$ cat src/hdl/rtc_tod_defs.svh
`ifndef RTC_TOD_DEFS_SVH
`define RTC_TOD_DEFS_SVH

// Register offsets in the clock register space
`define RTC_ADDR_W 5
`define RTC_HSEC_ADDR 5'h00
`define RTC_SEC_ADDR 5'h01
`define RTC_MIN_ADDR 5'h02
`define RTC_HOUR_ADDR 5'h03
`define RTC_TOP_ADDR 5'h1F

// Reset value of every time-of-day register
`define RTC_REG_RESET 8'h00

// Field positions
`define OSC_START_BIT 7
`define MIN_UNUSED_BIT 7
`define TRIM_DIR_BIT 7
`define HOUR_FMT_BIT 6
`define HOUR_PM_BIT 5

// Hundredths generation from the 4.096 kHz tick: 41 ticks x 24, then 40 ticks
`define HSEC_LONG_TICKS 41
`define HSEC_SHORT_TICKS 40
`define HSEC_GROUP_LEN 25

`endif

$ cat src/hdl/rtc_tod_pkg.sv
package rtc_tod_pkg;

    // One access from the serial engine to the clock register space
    typedef struct packed {
        logic wr;
        logic rd;
        logic snap;
        logic [4:0] addr;
        logic [7:0] wdata;
    } reg_req_t;

    typedef struct packed {
        logic [7:0] hour;
        logic [7:0] min;
        logic [7:0] sec;
        logic [7:0] hsec;
    } tod_t;

    typedef struct packed {
        tod_t live;
        tod_t snap;
        logic [7:0] rdata;
        logic day_carry;
    } tod_state_t;

    typedef struct packed {
        logic [5:0] cnt;
        logic [4:0] idx;
    } hsec_gen_state_t;

endpackage

$ cat src/hdl/rtc_tod_regs.sv
// Overview of operation
// - Hundredths tens digit, BCD 0-9, in bits 7-4 of hundredths register.
// - Hundredths ones digit, BCD 0-9, bits 3-0; register resets to zero.
// - Seconds bit 7 starts the oscillator; cleared stops timekeeping.
// - Seconds tens digit, BCD 0-5, in bits 6-4.
// - Seconds ones digit, BCD 0-9, bits 3-0; register resets to zero.
// - Minutes tens 0-5 in bits 6-4, ones 0-9 in 3-0; bit 7 reads zero.
// - 24-hour mode keeps hour tens as two bits, 5-4.
// - 24-hour tens digit only takes 0, 1 or 2.
// - Hour ones digit, BCD 0-9, in bits 3-0.
// - Hundredths step every 41 ticks, 40 on each 25th step.
// - Day rolls at 23:59:59.99 or 11:59:59.99 PM, carrying to date.
// - Read buffers snapshot counters at read start, when a request has snap set.
`timescale 1ns/1ps
`default_nettype none
`include "rtc_tod_defs.svh"

module rtc_tod_regs
    import rtc_tod_pkg::*;
(
    // Clock and reset
    input wire logic clk_i,
    input wire logic reset_i,
    // Time base from the oscillator, 4.096 kHz, one-cycle pulses
    input wire logic tick_4k_i,
    // Register access from the serial engine
    input wire reg_req_t req_i,
    output logic [7:0] rd_data_o,
    // Status and control toward the rest of the clock
    output logic osc_start_o,
    output logic trim_direction_o,
    output logic day_carry_o
);

    tod_state_t st_ff;
    tod_state_t nxt_st;
    logic hsec_pulse;
    logic c_sec;
    logic c_min;
    logic c_hour;
    logic fmt12;
    logic wr_hsec;
    logic wr_sec;
    logic wr_min;
    logic wr_hour;

    // Returns {wrap, next digit}; a digit at or past its top goes to zero
    function automatic logic [4:0] step_digit(input logic [3:0] d, input logic [3:0] top);
        step_digit = (d >= top) ? 5'h10 : {1'b0, d + 4'h1};
    endfunction

    function automatic logic [7:0] reg_byte(input tod_t t, input logic [4:0] a);
        unique case (a)
            `RTC_HSEC_ADDR: reg_byte = t.hsec;
            `RTC_SEC_ADDR: reg_byte = t.sec;
            `RTC_MIN_ADDR: reg_byte = t.min;
            `RTC_HOUR_ADDR: reg_byte = t.hour;
            default: reg_byte = 8'h00;
        endcase
    endfunction

    assign osc_start_o = st_ff.live.sec[`OSC_START_BIT];
    assign trim_direction_o = st_ff.live.hour[`TRIM_DIR_BIT];
    assign fmt12 = st_ff.live.hour[`HOUR_FMT_BIT];
    assign rd_data_o = st_ff.rdata;
    assign day_carry_o = st_ff.day_carry;

    assign wr_hsec = req_i.wr && req_i.addr == `RTC_HSEC_ADDR;
    assign wr_sec = req_i.wr && req_i.addr == `RTC_SEC_ADDR;
    assign wr_min = req_i.wr && req_i.addr == `RTC_MIN_ADDR;
    assign wr_hour = req_i.wr && req_i.addr == `RTC_HOUR_ADDR;

    // Ticks only reach the divider while the oscillator is started
    hsec_tick_gen u_hsec_gen (
        .clk_i(clk_i),
        .reset_i(reset_i),
        .tick_i(tick_4k_i && osc_start_o),
        .pulse_o(hsec_pulse)
    );

    assign c_sec = hsec_pulse && st_ff.live.hsec == 8'h99;
    assign c_min = c_sec && st_ff.live.sec[6:0] == 7'h59;
    assign c_hour = c_min && st_ff.live.min[6:0] == 7'h59;

    always_comb begin
        logic [4:0] s_lo;
        logic [4:0] s_hi;
        logic [3:0] h_tens;
        s_lo = 5'h00;
        s_hi = 5'h00;
        h_tens = 4'h0;
        nxt_st = st_ff;
        nxt_st.day_carry = 1'b0;
        if (hsec_pulse) begin
            s_lo = step_digit(st_ff.live.hsec[3:0], 4'h9);
            s_hi = step_digit(st_ff.live.hsec[7:4], 4'h9);
            nxt_st.live.hsec[3:0] = s_lo[3:0];
            if (s_lo[4]) begin
                nxt_st.live.hsec[7:4] = s_hi[3:0];
            end
        end
        if (c_sec) begin
            s_lo = step_digit(st_ff.live.sec[3:0], 4'h9);
            s_hi = step_digit({1'b0, st_ff.live.sec[6:4]}, 4'h5);
            nxt_st.live.sec[3:0] = s_lo[3:0];
            if (s_lo[4]) begin
                nxt_st.live.sec[6:4] = s_hi[2:0];
            end
        end
        if (c_min) begin
            s_lo = step_digit(st_ff.live.min[3:0], 4'h9);
            s_hi = step_digit({1'b0, st_ff.live.min[6:4]}, 4'h5);
            nxt_st.live.min[3:0] = s_lo[3:0];
            if (s_lo[4]) begin
                nxt_st.live.min[6:4] = s_hi[2:0];
            end
        end
        if (c_hour) begin
            h_tens = fmt12 ? {3'h0, st_ff.live.hour[4]} : {2'h0, st_ff.live.hour[5:4]};
            if (!fmt12) begin
                if (st_ff.live.hour[5:0] == 6'h23) begin
                    nxt_st.live.hour[5:0] = 6'h00;
                    nxt_st.day_carry = 1'b1;
                end else begin
                    s_lo = step_digit(st_ff.live.hour[3:0], 4'h9);
                    nxt_st.live.hour[3:0] = s_lo[3:0];
                    if (s_lo[4]) begin
                        nxt_st.live.hour[5:4] = h_tens[1:0] + 2'h1;
                    end
                end
            end else begin
                if (st_ff.live.hour[4:0] == 5'h12) begin
                    nxt_st.live.hour[4:0] = 5'h01;
                end else if (st_ff.live.hour[4:0] == 5'h11) begin
                    // Noon and midnight both show 12; PM flips on the way in
                    nxt_st.live.hour[4:0] = 5'h12;
                    nxt_st.live.hour[`HOUR_PM_BIT] = !st_ff.live.hour[`HOUR_PM_BIT];
                    nxt_st.day_carry = st_ff.live.hour[`HOUR_PM_BIT];
                end else begin
                    s_lo = step_digit(st_ff.live.hour[3:0], 4'h9);
                    nxt_st.live.hour[3:0] = s_lo[3:0];
                    if (s_lo[4]) begin
                        nxt_st.live.hour[4] = 1'b1;
                    end
                end
            end
        end
        // A write lands over any count step in the same cycle
        if (wr_hsec) begin
            nxt_st.live.hsec = req_i.wdata;
        end
        if (wr_sec) begin
            nxt_st.live.sec = req_i.wdata;
        end
        if (wr_min) begin
            nxt_st.live.min = {1'b0, req_i.wdata[6:0]};
        end
        if (wr_hour) begin
            nxt_st.live.hour = req_i.wdata;
        end
        // Reads without snap come from the frozen copy so a carry mid-burst cannot tear the time
        if (req_i.snap) begin
            nxt_st.snap = st_ff.live;
        end
        if (req_i.rd) begin
            nxt_st.rdata = reg_byte(req_i.snap ? st_ff.live : st_ff.snap, req_i.addr);
        end
    end

    always_ff @(posedge clk_i) begin
        if (reset_i) begin
            st_ff <= '0;
        end else begin
            st_ff <= nxt_st;
        end
    end
endmodule

`default_nettype wire

$ cat src/hdl/hsec_tick_gen.sv
`timescale 1ns/1ps
`default_nettype none
`include "rtc_tod_defs.svh"

module hsec_tick_gen
    import rtc_tod_pkg::*;
#(
    parameter int LONG_TICKS = `HSEC_LONG_TICKS,
    parameter int SHORT_TICKS = `HSEC_SHORT_TICKS,
    parameter int GROUP_LEN = `HSEC_GROUP_LEN
) (
    // Clock and reset
    input wire logic clk_i,
    input wire logic reset_i,
    // Gated 4.096 kHz tick in, hundredths step out
    input wire logic tick_i,
    output logic pulse_o
);

    hsec_gen_state_t st_ff;
    hsec_gen_state_t nxt_st;
    logic last_slot;
    logic [5:0] limit;

    assign last_slot = (st_ff.idx == 5'(GROUP_LEN - 1));
    assign limit = last_slot ? 6'(SHORT_TICKS - 1) : 6'(LONG_TICKS - 1);
    assign pulse_o = tick_i && (st_ff.cnt == limit);

    always_comb begin
        nxt_st = st_ff;
        if (tick_i) begin
            if (pulse_o) begin
                nxt_st.cnt = 6'h0;
                nxt_st.idx = last_slot ? 5'h00 : st_ff.idx + 5'h01;
            end else begin
                nxt_st.cnt = st_ff.cnt + 6'h01;
            end
        end
    end

    always_ff @(posedge clk_i) begin
        if (reset_i) begin
            st_ff <= '0;
        end else begin
            st_ff <= nxt_st;
        end
    end
endmodule

`default_nettype wire

$ cat config.mk
export PLATFORM = sky130hd
export DESIGN_NAME = rtc_tod_regs
export DESIGN_NICKNAME = d
export VERILOG_FILES = /design/src/hdl/rtc_tod_pkg.sv /design/src/hdl/rtc_tod_regs.sv /design/src/hdl/hsec_tick_gen.sv
export VERILOG_INCLUDE_DIRS = /design/src /design/src/hdl
export SDC_FILE = /design/constraint.sdc
export NUM_CORES = 1
export LEC_CHECK = 0
export BUFFER_PORTS_ARGS = -buffer_cell sky130_fd_sc_hd__buf_2
export CAP_MARGIN = 20
export CORE_MARGIN = 2
export CORE_UTILIZATION = 65
export DETAILED_ROUTE_END_ITERATION = 16
export PLACE_DENSITY = 0.85
export SYNTH_ARGS = -nofsm -noshare
export SYNTH_HDL_FRONTEND = slang
export SYNTH_SLANG_ARGS = --single-unit
$ cat constraint.sdc
create_clock -name clk_i -period 3.6 [get_ports clk_i]
set_input_delay 0.36 -clock clk_i [delete_from_list [all_inputs] [get_ports clk_i]]
set_output_delay 0.36 -clock clk_i [all_outputs]
set_load 0.05 [all_outputs]
==> results of run 1 <==
[path summary, 6_finish.rpt]
check | end | depth (start not counted) | slack [ns]
worst max register to register | st_ff[66] | 7 | 1.01
worst max-delay path | st_ff[66] | 7 | 1.01
worst min register to register | st_ff[32] | 2 | 0.46
worst min-delay path | trim_direction_o | 3 | 0.28
[power groups by stage]
stage	Combinational [W]	Sequential, W	Clock [W]
floorplan	0.0000639	0.000951	0
CTS	0.0000968	0.000934	0.000618
global placement	0.0000949	0.000955	0
global route	0.000105	0.000935	0.000666
finish	0.0000985	0.000934	0.000615
detailed placement	0.0000963	0.000955	0
[cell families (layout without fill, tap and decap cells)]
kind of cell | count (synthesis) | after routing | synth area share
fa+ha+maj | 23 | 23 | 0.0635
mux | 50 | 50 | 0.134
buf+inv | 57 | 75 | 0.0563
simple gates | 196 | 196 | 0.223
flops | 83 | 83 | 0.366
compound gates | 97 | 97 | 0.143
xor+xnor | 7 | 7 | 0.0135
[synth_stat cells, types with 4 or more instances]
cell type | n | area share
nor3_1 | 12 | 0.013
nand3_1 | 20 | 0.022
buf_4 | 8 | 0.013
nand4_1 | 4 | 0.0055
inv_1 | 25 | 0.021
mux2i_1 | 38 | 0.084
nand4b_1 | 6 | 0.012
a22oi_1 | 4 | 0.0066
and2_1 | 5 | 0.0069
nor2_1 | 65 | 0.054
xnor2_1 | 4 | 0.0077
o211ai_1 | 7 | 0.012
ha_1 | 23 | 0.063
and3_1 | 6 | 0.0083
o31a_1 | 4 | 0.0077
dfxtp_1 | 83 | 0.37
nand3b_1 | 4 | 0.0066
nor2b_1 | 4 | 0.0055
a21oi_1 | 27 | 0.030
a31oi_1 | 10 | 0.014
a311oi_1 | 4 | 0.0077
nand2_1 | 40 | 0.033
clkbuf_1 | 15 | 0.012
mux4_2 | 8 | 0.040
o21ai_0 | 15 | 0.017
buf_1 | 4 | 0.0033
[cells in the final DEF, fill, tap and decap left out, types with 3 or more instances in the layout]
cell        synthesis  final
nor2b_1             4      4
mux2i_1            38     38
nor4_1              3      3
o31a_1              4      4
or3_1               3      3
buf_4               8      4
inv_1              25     25
a31o_2              3      3
a21oi_1            27     27
o21ai_0            15     15
nor2_1             65     65
nand2b_1            3      3
nand3b_1            4      4
a22oi_1             4      4
a221oi_1            3      3
nand4b_1            6      6
xnor2_1             4      4
nor3_1             12     12
nand3_1            20     20
a211oi_1            3      3
a31oi_1            10     10
nor4b_1             3      3
mux4_2              8      8
ha_1               23     23
a311oi_1            4      4
mux2_2              3      3
dfxtp_1            83     83
clkinvlp_4          0      3
nand2_1            40     40
buf_2               3     29
nand4_1             4      4
nor3b_1             3      3
or3b_2              3      3
and2_1              5      5
o211ai_1            7      7
xor2_1              3      3
clkbuf_8            0      9
and3_1              6      6
[state kept, by name, summed over array words and instances, names as in the netlist]
signal and count:
rd_data_o 8, u_hsec_gen.st_ff 11, osc_start_o 1, st_ff 60
fmt12 1, day_carry_o 1, trim_direction_o 1
[area by class of cell]
| class | count | area, µm² |
|---|---|---|
| timing repair buffer | 33 | 175 |
| clock buffer | 10 | 128 |
| clock inverter | 6 | 48.8 |
| sequential | 83 | 1660 |
| multi-input combinational | 373 | 2620 |
| fill | 510 | 1930 |
| tap | 80 | 100 |
| inverter | 26 | 97.6 |
[worst max-delay path: cells and delay by family (launching register included)]
family                     cells  cell delay [ns]
muxes                          1             0.68
and+or+nand+nor                2             0.48
DFF                            1             0.39
buffers and inverters          1             0.08
adders and majority gates      1             0.20
AOI/OAI and AO/OA              2             0.64
[per-layer routing]
layer,global-route usage,vias to the layer above
met1,0.414,1886
met4,0.151,0
li1,-,1876
met5,0,-
met3,0.0701,37
met2,0.498,188
[through the flow]
stage,instance area [µm²],power (W),hold WS [ns],setup slack [ns],instances
2_1_floorplan,4530,0.00101,0.428,1.28,513
3_3_place_gp,4650,0.00105,0.439,1.20,595
3_5_place_dp,4650,0.00105,0.450,1.06,595
4_1_cts,4830,0.00165,0.279,1.03,611
5_1_grt,4830,0.00171,0.268,0.688,611
6_report,4830,0.00165,0.284,1.01,611
==> flow_summary.json, run 1 <==
{
  "grt_pass1_wl_um": 18700,
  "clkPwrFrac": 0.373,
  "root_buffer": "clkbuf_8",
  "drtAntennaViolNets": 0,
  "rows": 30,
  "drc": 0,
  "die_w_um": 87.5,
  "p_sw_w": 0.000433,
  "antenna_found_initial": 0,
  "async_reset_ff_frac": 0,
  "finalSetupTns_ns": 0,
  "p_leak_nw": 1.82,
  "cp_max_fo": 9,
  "criticalPathCategory": "reg -> reg",
  "grt_max_degree": 47,
  "arrival_ns": 2.82,
  "synthCells": 513,
  "critPathLaunch": "u_hsec_gen.st_ff[0]",
  "max_stage_delay_ns": 0.68,
  "outcome": "finished clean",
  "dieArea_mm2": 0.00766,
  "clock_skew_ns": 0.0110,
  "clockBufferDepth": 2,
  "worstMarginPinSlew_ns": 0.941,
  "avgRoutedWirePerCell_um": 18.7,
  "timing.fmax_mhz": 386,
  "cellPowerDensity_mw_per_mm2": 341,
  "finalWeightedCongestion": 0.996,
  "critPathLaunchType": "flip-flop",
  "combPwrFrac": 0.060,
  "drive_gt1_frac": 0.137,
  "min_path_type": "in -> reg",
  "r2r_start": "u_hsec_gen.st_ff[0]",
  "h-tree-depth": 3,
  "hold_violations": 0,
  "grt_setup_unrepaired": "no",
  "die_h_um": 87.5,
  "clkLatencyLatePin_ns": 0.36,
  "met1Wirelength_um": 4870,
  "start_util": 0.671,
  "grt_overflow_total": 0,
  "post_cts_buffers": 0,
  "slew_headroom": 0.372,
  "synthFlopType": "dfxtp_1",
  "n_antenna_cell": 0,
  "final_max_slew_viol_count": 0,
  "cap_violations": 0,
  "timing.final.crit_share": 0.719,
  "cts_resized": 0,
  "port-buffer-count": 29,
  "setup_violations": 0,
  "power_frac_seq": 0.567,
  "dpl.hpwl_um": 8040,
  "critPathSlowestCell": "mux2i_1",
  "drt_first_pass_iters": 6,
  "num_vias": 3987,
  "ys_seq_elements": 83,
  "sw_frac_of_total": 0.263,
  "intPower_w": 0.00121,
  "drtIter0Drc": 395,
  "drt_wl_total_um": 11400,
  "ios": 30,
  "path_cells": "inv_1 > ha_1 > nand4b_1 > mux2i_1 > nand3_1 > a2111oi_0 > o21ai_0",
  "path_clk_slew_ns": 0.09,
  "ys_types": 66,
  "met2_length_um": 5270,
  "viasPerCell": 6.53,
  "period_minus_slack_ns": 2.59,
  "utilization": 0.715,
  "nets": 568,
  "grt_pass1_vias": 3811,
  "synth_area_mm2": 0.00453,
  "synth_warnings": 0,
  "avgSynthCellArea_um2": 8.84,
  "track_usage": 0.316,
  "required_ns": 3.83,
  "syn_to_final_growth_pct": 6.48,
  "synth.net_count": 555,
  "coreArea_mm2": 0.00676,
  "synth-edff-count": 0,
  "cts_made_buffers": 9,
  "cts_sinks": 83,
  "dr.max_layer_used": "met4",
  "vdd_drop_max_v": 0.000202,
  "wl_met3_um": 933,
  "holdBufCountCts": 0,
  "hp-start": "req_i[7]",
  "cts_tree": "built",
  "end_kind": "flip-flop",
  "yosysSeqAreaShare": 0.366
}
No activity file was read; power rests on OpenSTA's default activity.
==> run 2, diff against run 1 <==
Settings changed: ABC_AREA set to 1, CORE_UTILIZATION 65 to 61, PLACE_DENSITY 0.85 to 0.8.
Clock period 3.6 ns to 2.4 ns, I/O delays scaled along.
==> run 2 against run 1 <==
  * Synthesized cell count grew 18%
  * Critical path type unchanged
  * Via count up 1.5%
  * Sequential share of layout area fell by 0.062 points
  * Critical endpoint is now st_ff[67]
  * Combinational power grew 81%
  * Area after synthesis decreased by 0.86%
  * Clock skew is 0.0025 ns higher
  * Cell count grew 18%
  * Sequential power increased by 51%
  * Worst setup slack worse by 0.63 ns
  * Non-clock buffer count stayed put
  * Sequential cell count is the same
  * Maximum frequency is 28% higher
==> flow_summary.json, run 2 <==
{
  "vdd_drop_max_v": 0.000450,
  "drtIter0Drc": 315,
  "clkLatencyLatePin_ns": 0.37,
  "clkPwrFrac": 0.393,
  "power_frac_seq": 0.539,
  "clockBufferDepth": 2,
  "synth_warnings": 0,
  "path_cells": "inv_1 > ha_1 > nand2_1 > inv_1 > nand3_1 > nand3_4 > nor2_4 > nand3_2 > nand2_2 > inv_1 > nor2_1 > nor2_1",
  "track_usage": 0.265,
  "grt_overflow_total": 0,
  "intPower_w": 0.00195,
  "timing.rr.end": "st_ff[67]",
  "grt_pass1_wl_um": 17200,
  "drc": 0,
  "die_w_um": 89.8,
  "cellPowerDensity_mw_per_mm2": 541,
  "holdPathStages": 3,
  "nets": 662,
  "combPwrFrac": 0.068,
  "finalWeightedCongestion": 0.935,
  "h-tree-depth": 3,
  "critPathLaunch": "u_hsec_gen.st_ff[0]",
  "r2r_cells": 12,
  "viasPerCell": 5.59,
  "arrival_ns": 2.28,
  "port-buffer-count": 29,
  "synth_top_cell_by_area": "dfxtp_1",
  "r2r_start": "u_hsec_gen.st_ff[0]",
  "die_h_um": 89.8,
  "period_minus_slack_ns": 2.02,
  "drt_wl_total_um": 10400,
  "synth.most_common_cell": "nand2_1",
  "min_to": "st_ff[52]",
  "r2r_setup_slack_ns": 0.38,
  "max_stage_delay_ns": 0.35,
  "cap_violations": 0,
  "synthFlopType": "dfxtp_1",
  "antenna_found_initial": 0,
  "timing.fmax_mhz": 496,
  "avgSynthCellArea_um2": 7.46,
  "coreArea_mm2": 0.00718,
  "ys_types": 45,
  "synthTopCellsByCount": "101 x nand2_1, 83 x dfxtp_1, 62 x inv_1",
  "critPathLaunchType": "flip-flop",
  "final_max_slew_viol_count": 0,
  "avgRoutedWirePerCell_um": 14.4,
  "required_ns": 2.67,
  "final_cell_mix": "101 x nand2_1, 83 x dfxtp_1, 62 x inv_1",
  "cts_sinks": 83,
  "grt_max_degree": 58,
  "synth-edff-count": 0,
  "cpMostUsedCell": "inv_1",
  "cts_made_buffers": 9,
  "async_reset_ff_frac": 0,
  "num_vias": 4045,
  "slew_headroom": 0.602,
  "holdBufCountCts": 0,
  "p_sw_w": 0.000672,
  "n_antenna_cell": 0,
  "timing.final.crit_share": 0.840,
  "dp_cells": 708,
  "critPathSlowestCell": "dfxtp_1",
  "yosysSeqAreaShare": 0.370,
  "synth.net_count": 645,
  "grt_setup_unrepaired": "no",
  "worstMarginPinSlew_ns": 0.597,
  "final_common_cell": "nand2_1",
  "fillCellCount": 659,
  "finalSetupTns_ns": 0,
  "hp-start": "req_i[3]",
  "min_path_type": "in -> reg",
  "cts_tree": "built",
  "max_flop_register": "st_ff",
  "rows": 31,
  "ys_seq_elements": 83,
  "ys_top_cells_by_area": "dfxtp_1 37%, nand2_1 8.4%, o21ai_0 6.7%",
  "dp_slack_ns": 0.438,
  "cts_resized": 0,
  "root_buffer": "clkbuf_8",
  "clock_skew_ns": 0.0135,
  "outcome": "finished clean",
  "p_leak_nw": 2.01,
  "synth_top_area_share": 0.370,
  "drt_first_pass_iters": 5,
  "dpl.hpwl_um": 7610,
  "post_cts_buffers": 0,
  "path_clk_slew_ns": 0.08,
  "dieArea_mm2": 0.00807,
  "drtAntennaViolNets": 0,
  "setup_ws_ns": 0.384,
  "largest_reg_flops": 60,
  "synth_area_mm2": 0.00450,
  "start_util": 0.627,
  "syn_to_final_growth_pct": 7.60,
  "fin_total_pwr_w": 0.00262,
  "end_kind": "flip-flop",
  "synthCells": 603,
  "sw_frac_of_total": 0.257,
  "ios": 30,
  "cp_max_fo": 12,
  "criticalPathCategory": "reg -> reg",
  "hold_violations": 0,
  "grt_pass1_vias": 3633,
  "setup_violations": 0,
  "layout.cells.non_filler": 724,
  "drive_gt1_frac": 0.139
}
## run 2: cell families (layout without fill, tap and decap cells)
family,count (synthesis),after routing,synth area share
AO/OA/AOI/OAI,154,154,0.190
XOR/XNOR,7,7,0.0136
adder cells (fa/ha/maj),23,23,0.0640
buffers and inverters,97,119,0.0966
flip-flops,83,83,0.370
multiplexers,4,4,0.00891
AND/OR/NAND/NOR,235,235,0.257
## run 2: through the flow
step / area [µm²] / hold WS, ns / util
final: 4840 / 0.150 / 0.674
after floorplan: 4500 / 0.387 / -
after global placement: 4640 / 0.446 / 0.646
after detailed placement: 4640 / 0.448 / 0.646
after CTS: 4840 / 0.138 / 0.674
after global routing: 4840 / 0.158 / 0.674
## run 2: area by class of cell
class	instances	area, µm²	share of cell area
Sequential cell	83	1660	0.344
Clock buffer	10	128	0.0264
Timing Repair Buffer	33	175	0.0362
Multi-Input combinational cell	423	2400	0.496
Clock inverter	6	72.6	0.0150
Inverter	70	277	0.0572
Tap cell	99	124	0.0256
## run 2: worst max path at each step
stage / slack [ns] / cells after the start / to
final: 0.38 / 12 / st_ff[67]
after global routing: 0.24 / 12 / st_ff[67]
after CTS: 0.41 / 12 / st_ff[67]
after detailed placement: 0.44 / 12 / st_ff[63]
after global placement: 0.56 / 12 / st_ff[63]
after floorplan: 0.52 / 10 / st_ff[54]
## run 2: layer usage
metal / global-route usage / vias to the layer above / share of wire
met5: 0 / - / 0
met4: 0.0846 / 0 / 0.022
met3: 0.0587 / 22 / 0.058
met2: 0.436 / 127 / 0.46
met1: 0.349 / 1855 / 0.46
li1: - / 2041 / -
## run 2: worst max-delay path, delay by kind of cell (launching register included)
family | cells | cell delay, ns
AND/OR/NAND/NOR | 8 | 1.15
flip-flops | 1 | 0.35
adder cells (fa/ha/maj) | 1 | 0.19
buffers and inverters | 3 | 0.22
## run 2: power groups by stage
stage / registers, W / clock network, W / logic [W]
final: 0.00141 / 0.00103 / 0.000178
after global routing: 0.00141 / 0.00110 / 0.000197
after CTS: 0.00141 / 0.00105 / 0.000176
after detailed placement: 0.00144 / 0 / 0.000175
after global placement: 0.00144 / 0 / 0.000171
after floorplan: 0.00144 / 0 / 0.000120
==> run 3, diff against run 2 <==
Settings changed: ABC_AREA 1 to 0.
Clock period 2.4 ns to 2 ns, I/O delays scaled along.
==> run 3 against run 2 <==
  * The run now ends with setup timing left
  * Worst setup slack worse by 0.45 ns
  * Non-clock buffer count up 60
  * First-iteration DRC count increased by 47%
  * Clock power is 34% higher
  * Core utilization grew 9.4 points
  * Critical path depth is 6 lower
  * Highest routed layer unchanged
  * Cell count fell by 4.8%
  * Routed wire length up 24%
  * Sequential cell count unchanged
  * Largest cell class unchanged
  * Die area increased by 0.83%
  * Maximum frequency decreased by 2.4%
==> flow_summary.json, run 3 (synthesis results as in run 1) <==
{
  "outcome": "complete, but fails checks",
  "violations": "setup timing",
  "ios": 30,
  "layout.cells.non_filler": 689,
  "period_minus_slack_ns": 2.07,
  "drt_first_pass_iters": 6,
  "largest_reg_flops": 60,
  "worstMarginPinSlew_ns": 0.613,
  "cap_violations": 0,
  "cellPowerDensity_mw_per_mm2": 589,
  "coreArea_mm2": 0.00721,
  "path_clk_slew_ns": 0.09,
  "grt_max_degree": 75,
  "cp_max_fo": 5,
  "critPathSlowestCell": "o311ai_0",
  "fillCellCount": 500,
  "track_usage": 0.309,
  "setup_violations": 5,
  "drtAntennaViolNets": 0,
  "cts_sinks": 83,
  "syn_to_final_growth_pct": 22.2,
  "clkLatencyLatePin_ns": 0.36,
  "nets": 628,
  "final_max_slew_viol_count": 0,
  "root_buffer": "clkbuf_8",
  "p_leak_nw": 2.20,
  "multi_input_area_mm2": 0.00278,
  "arrival_ns": 2.30,
  "drc": 0,
  "slew_headroom": 0.590,
  "num_vias": 4330,
  "timing.fmax_mhz": 484,
  "vdd_drop_max_v": 0.000404,
  "drtIter0Drc": 463,
  "path_cells": "buf_4 > nand2_1 > nor4b_4 > nand3_1 > o311ai_0 > o21ai_1",
  "final_cell_mix": "77 x dfxtp_1, 64 x nor2_1, 61 x buf_4",
  "final_common_cell": "dfxtp_1",
  "timing.final.crit_share": 1.03,
  "grt_pass1_vias": 4183,
  "dpl_cell_area_mm2": 0.00515,
  "cts_made_buffers": 9,
  "dpl.hpwl_um": 8730,
  "dp_cells": 667,
  "grt_overflow_total": 0,
  "cts_tree": "built",
  "grt_pass1_wl_um": 20100,
  "drive_gt1_frac": 0.269,
  "finalSetupTns_ns": -0.210,
  "setup_ws_ns": -0.0667,
  "die_w_um": 90.2,
  "die_h_um": 90.2,
  "port-buffer-count": 29,
  "n_antenna_cell": 0,
  "min_path_type": "in -> reg",
  "final_area_mm2": 0.00554,
  "h-tree-depth": 3,
  "dp_slack_ns": -0.00635,
  "clock_skew_ns": 0.0112,
  "dieArea_mm2": 0.00814,
  "seqCellArea_mm2": 0.00167,
  "end_kind": "flip-flop",
  "finalWeightedCongestion": 0.938,
  "start_util": 0.629,
  "avgRoutedWirePerCell_um": 18.6,
  "hold_violations": 0,
  "antenna_found_initial": 0,
  "grt_setup_unrepaired": "yes",
  "required_ns": 2.23,
  "rows": 31,
  "utilization": 0.768,
  "critPathLaunchType": "flip-flop",
  "holdBufCountCts": 0,
  "clockBufferDepth": 2,
  "max_stage_delay_ns": 0.54,
  "criticalPathCategory": "reg -> reg",
  "max_flop_register": "st_ff",
  "drt_wl_total_um": 12800,
  "viasPerCell": 6.28
}
[run 3: cell count changes in the layout (fill, tap and decap cells not counted), sizes merged, moves of 8 or more]
| cell | previous run | this run |
|---|---|---|
| nand3 | 34 | 20 |
| o21ai | 72 | 15 |
| o22ai | 21 | 1 |
| a21oi | 43 | 28 |
| buf | 33 | 93 |
| mux4 | 0 | 8 |
| mux2i | 4 | 38 |
| inv | 71 | 26 |
| nand2 | 110 | 40 |
[run 3: area by class of cell]
class	count	share of cell area
Tap cell	99	0.0223
Clock inverter	5	0.0153
Timing Repair Buffer	93	0.118
Sequential cell	83	0.301
Inverter	26	0.0176
Clock buffer	10	0.0248
Multi-Input combinational cell	373	0.501
[run 3: routing by layer]
metal	vias to the layer above	track usage	wire [µm]
li1	2003	-	-
met1	2053	0.392	5150
met2	226	0.508	6090
met3	48	0.0671	1150
met4	0	0.132	454
met5	-	0	0
[run 3: worst paths after layout]
path	startpoint	cells after the start	slack, ns	endpoint
setup reg to reg	u_hsec_gen.st_ff[8]	6	-0.07	st_ff[60]
hold / removal	req_i[7]	3	0.10	trim_direction_o
setup / recovery	u_hsec_gen.st_ff[8]	6	-0.07	st_ff[60]
hold reg to reg	st_ff[32]	2	0.46	st_ff[32]
[run 3: power breakdown]
group          switching (W)  total (W)  internal, W
Sequential         0.0000115    0.00167      0.00166
Combinational       0.000131   0.000215    0.0000844
Clock               0.000640    0.00138     0.000738
[run 3: per-stage QoR]
stage               hold slack (ns)  power [W]
finish                        0.103    0.00327
global route                  0.131    0.00334
CTS                          0.0999    0.00326
detailed placement            0.450    0.00191
global placement              0.449    0.00191
floorplan                     0.330    0.00183
[run 3: repair_timing]
item	CTS	global route
gates resized for setup	1	25
buffers inserted	2	5
endpoints found under the setup margin	3	27
pin swaps	1	9
[run 3: critical path: cells and delay by family, from the launching register on]
kind / cells / cell delay [ns]
AOI/OAI and AO/OA: 2 / 0.65
buffers and inverters: 1 / 0.13
DFF: 1 / 0.32
and+or+nand+nor: 3 / 0.84
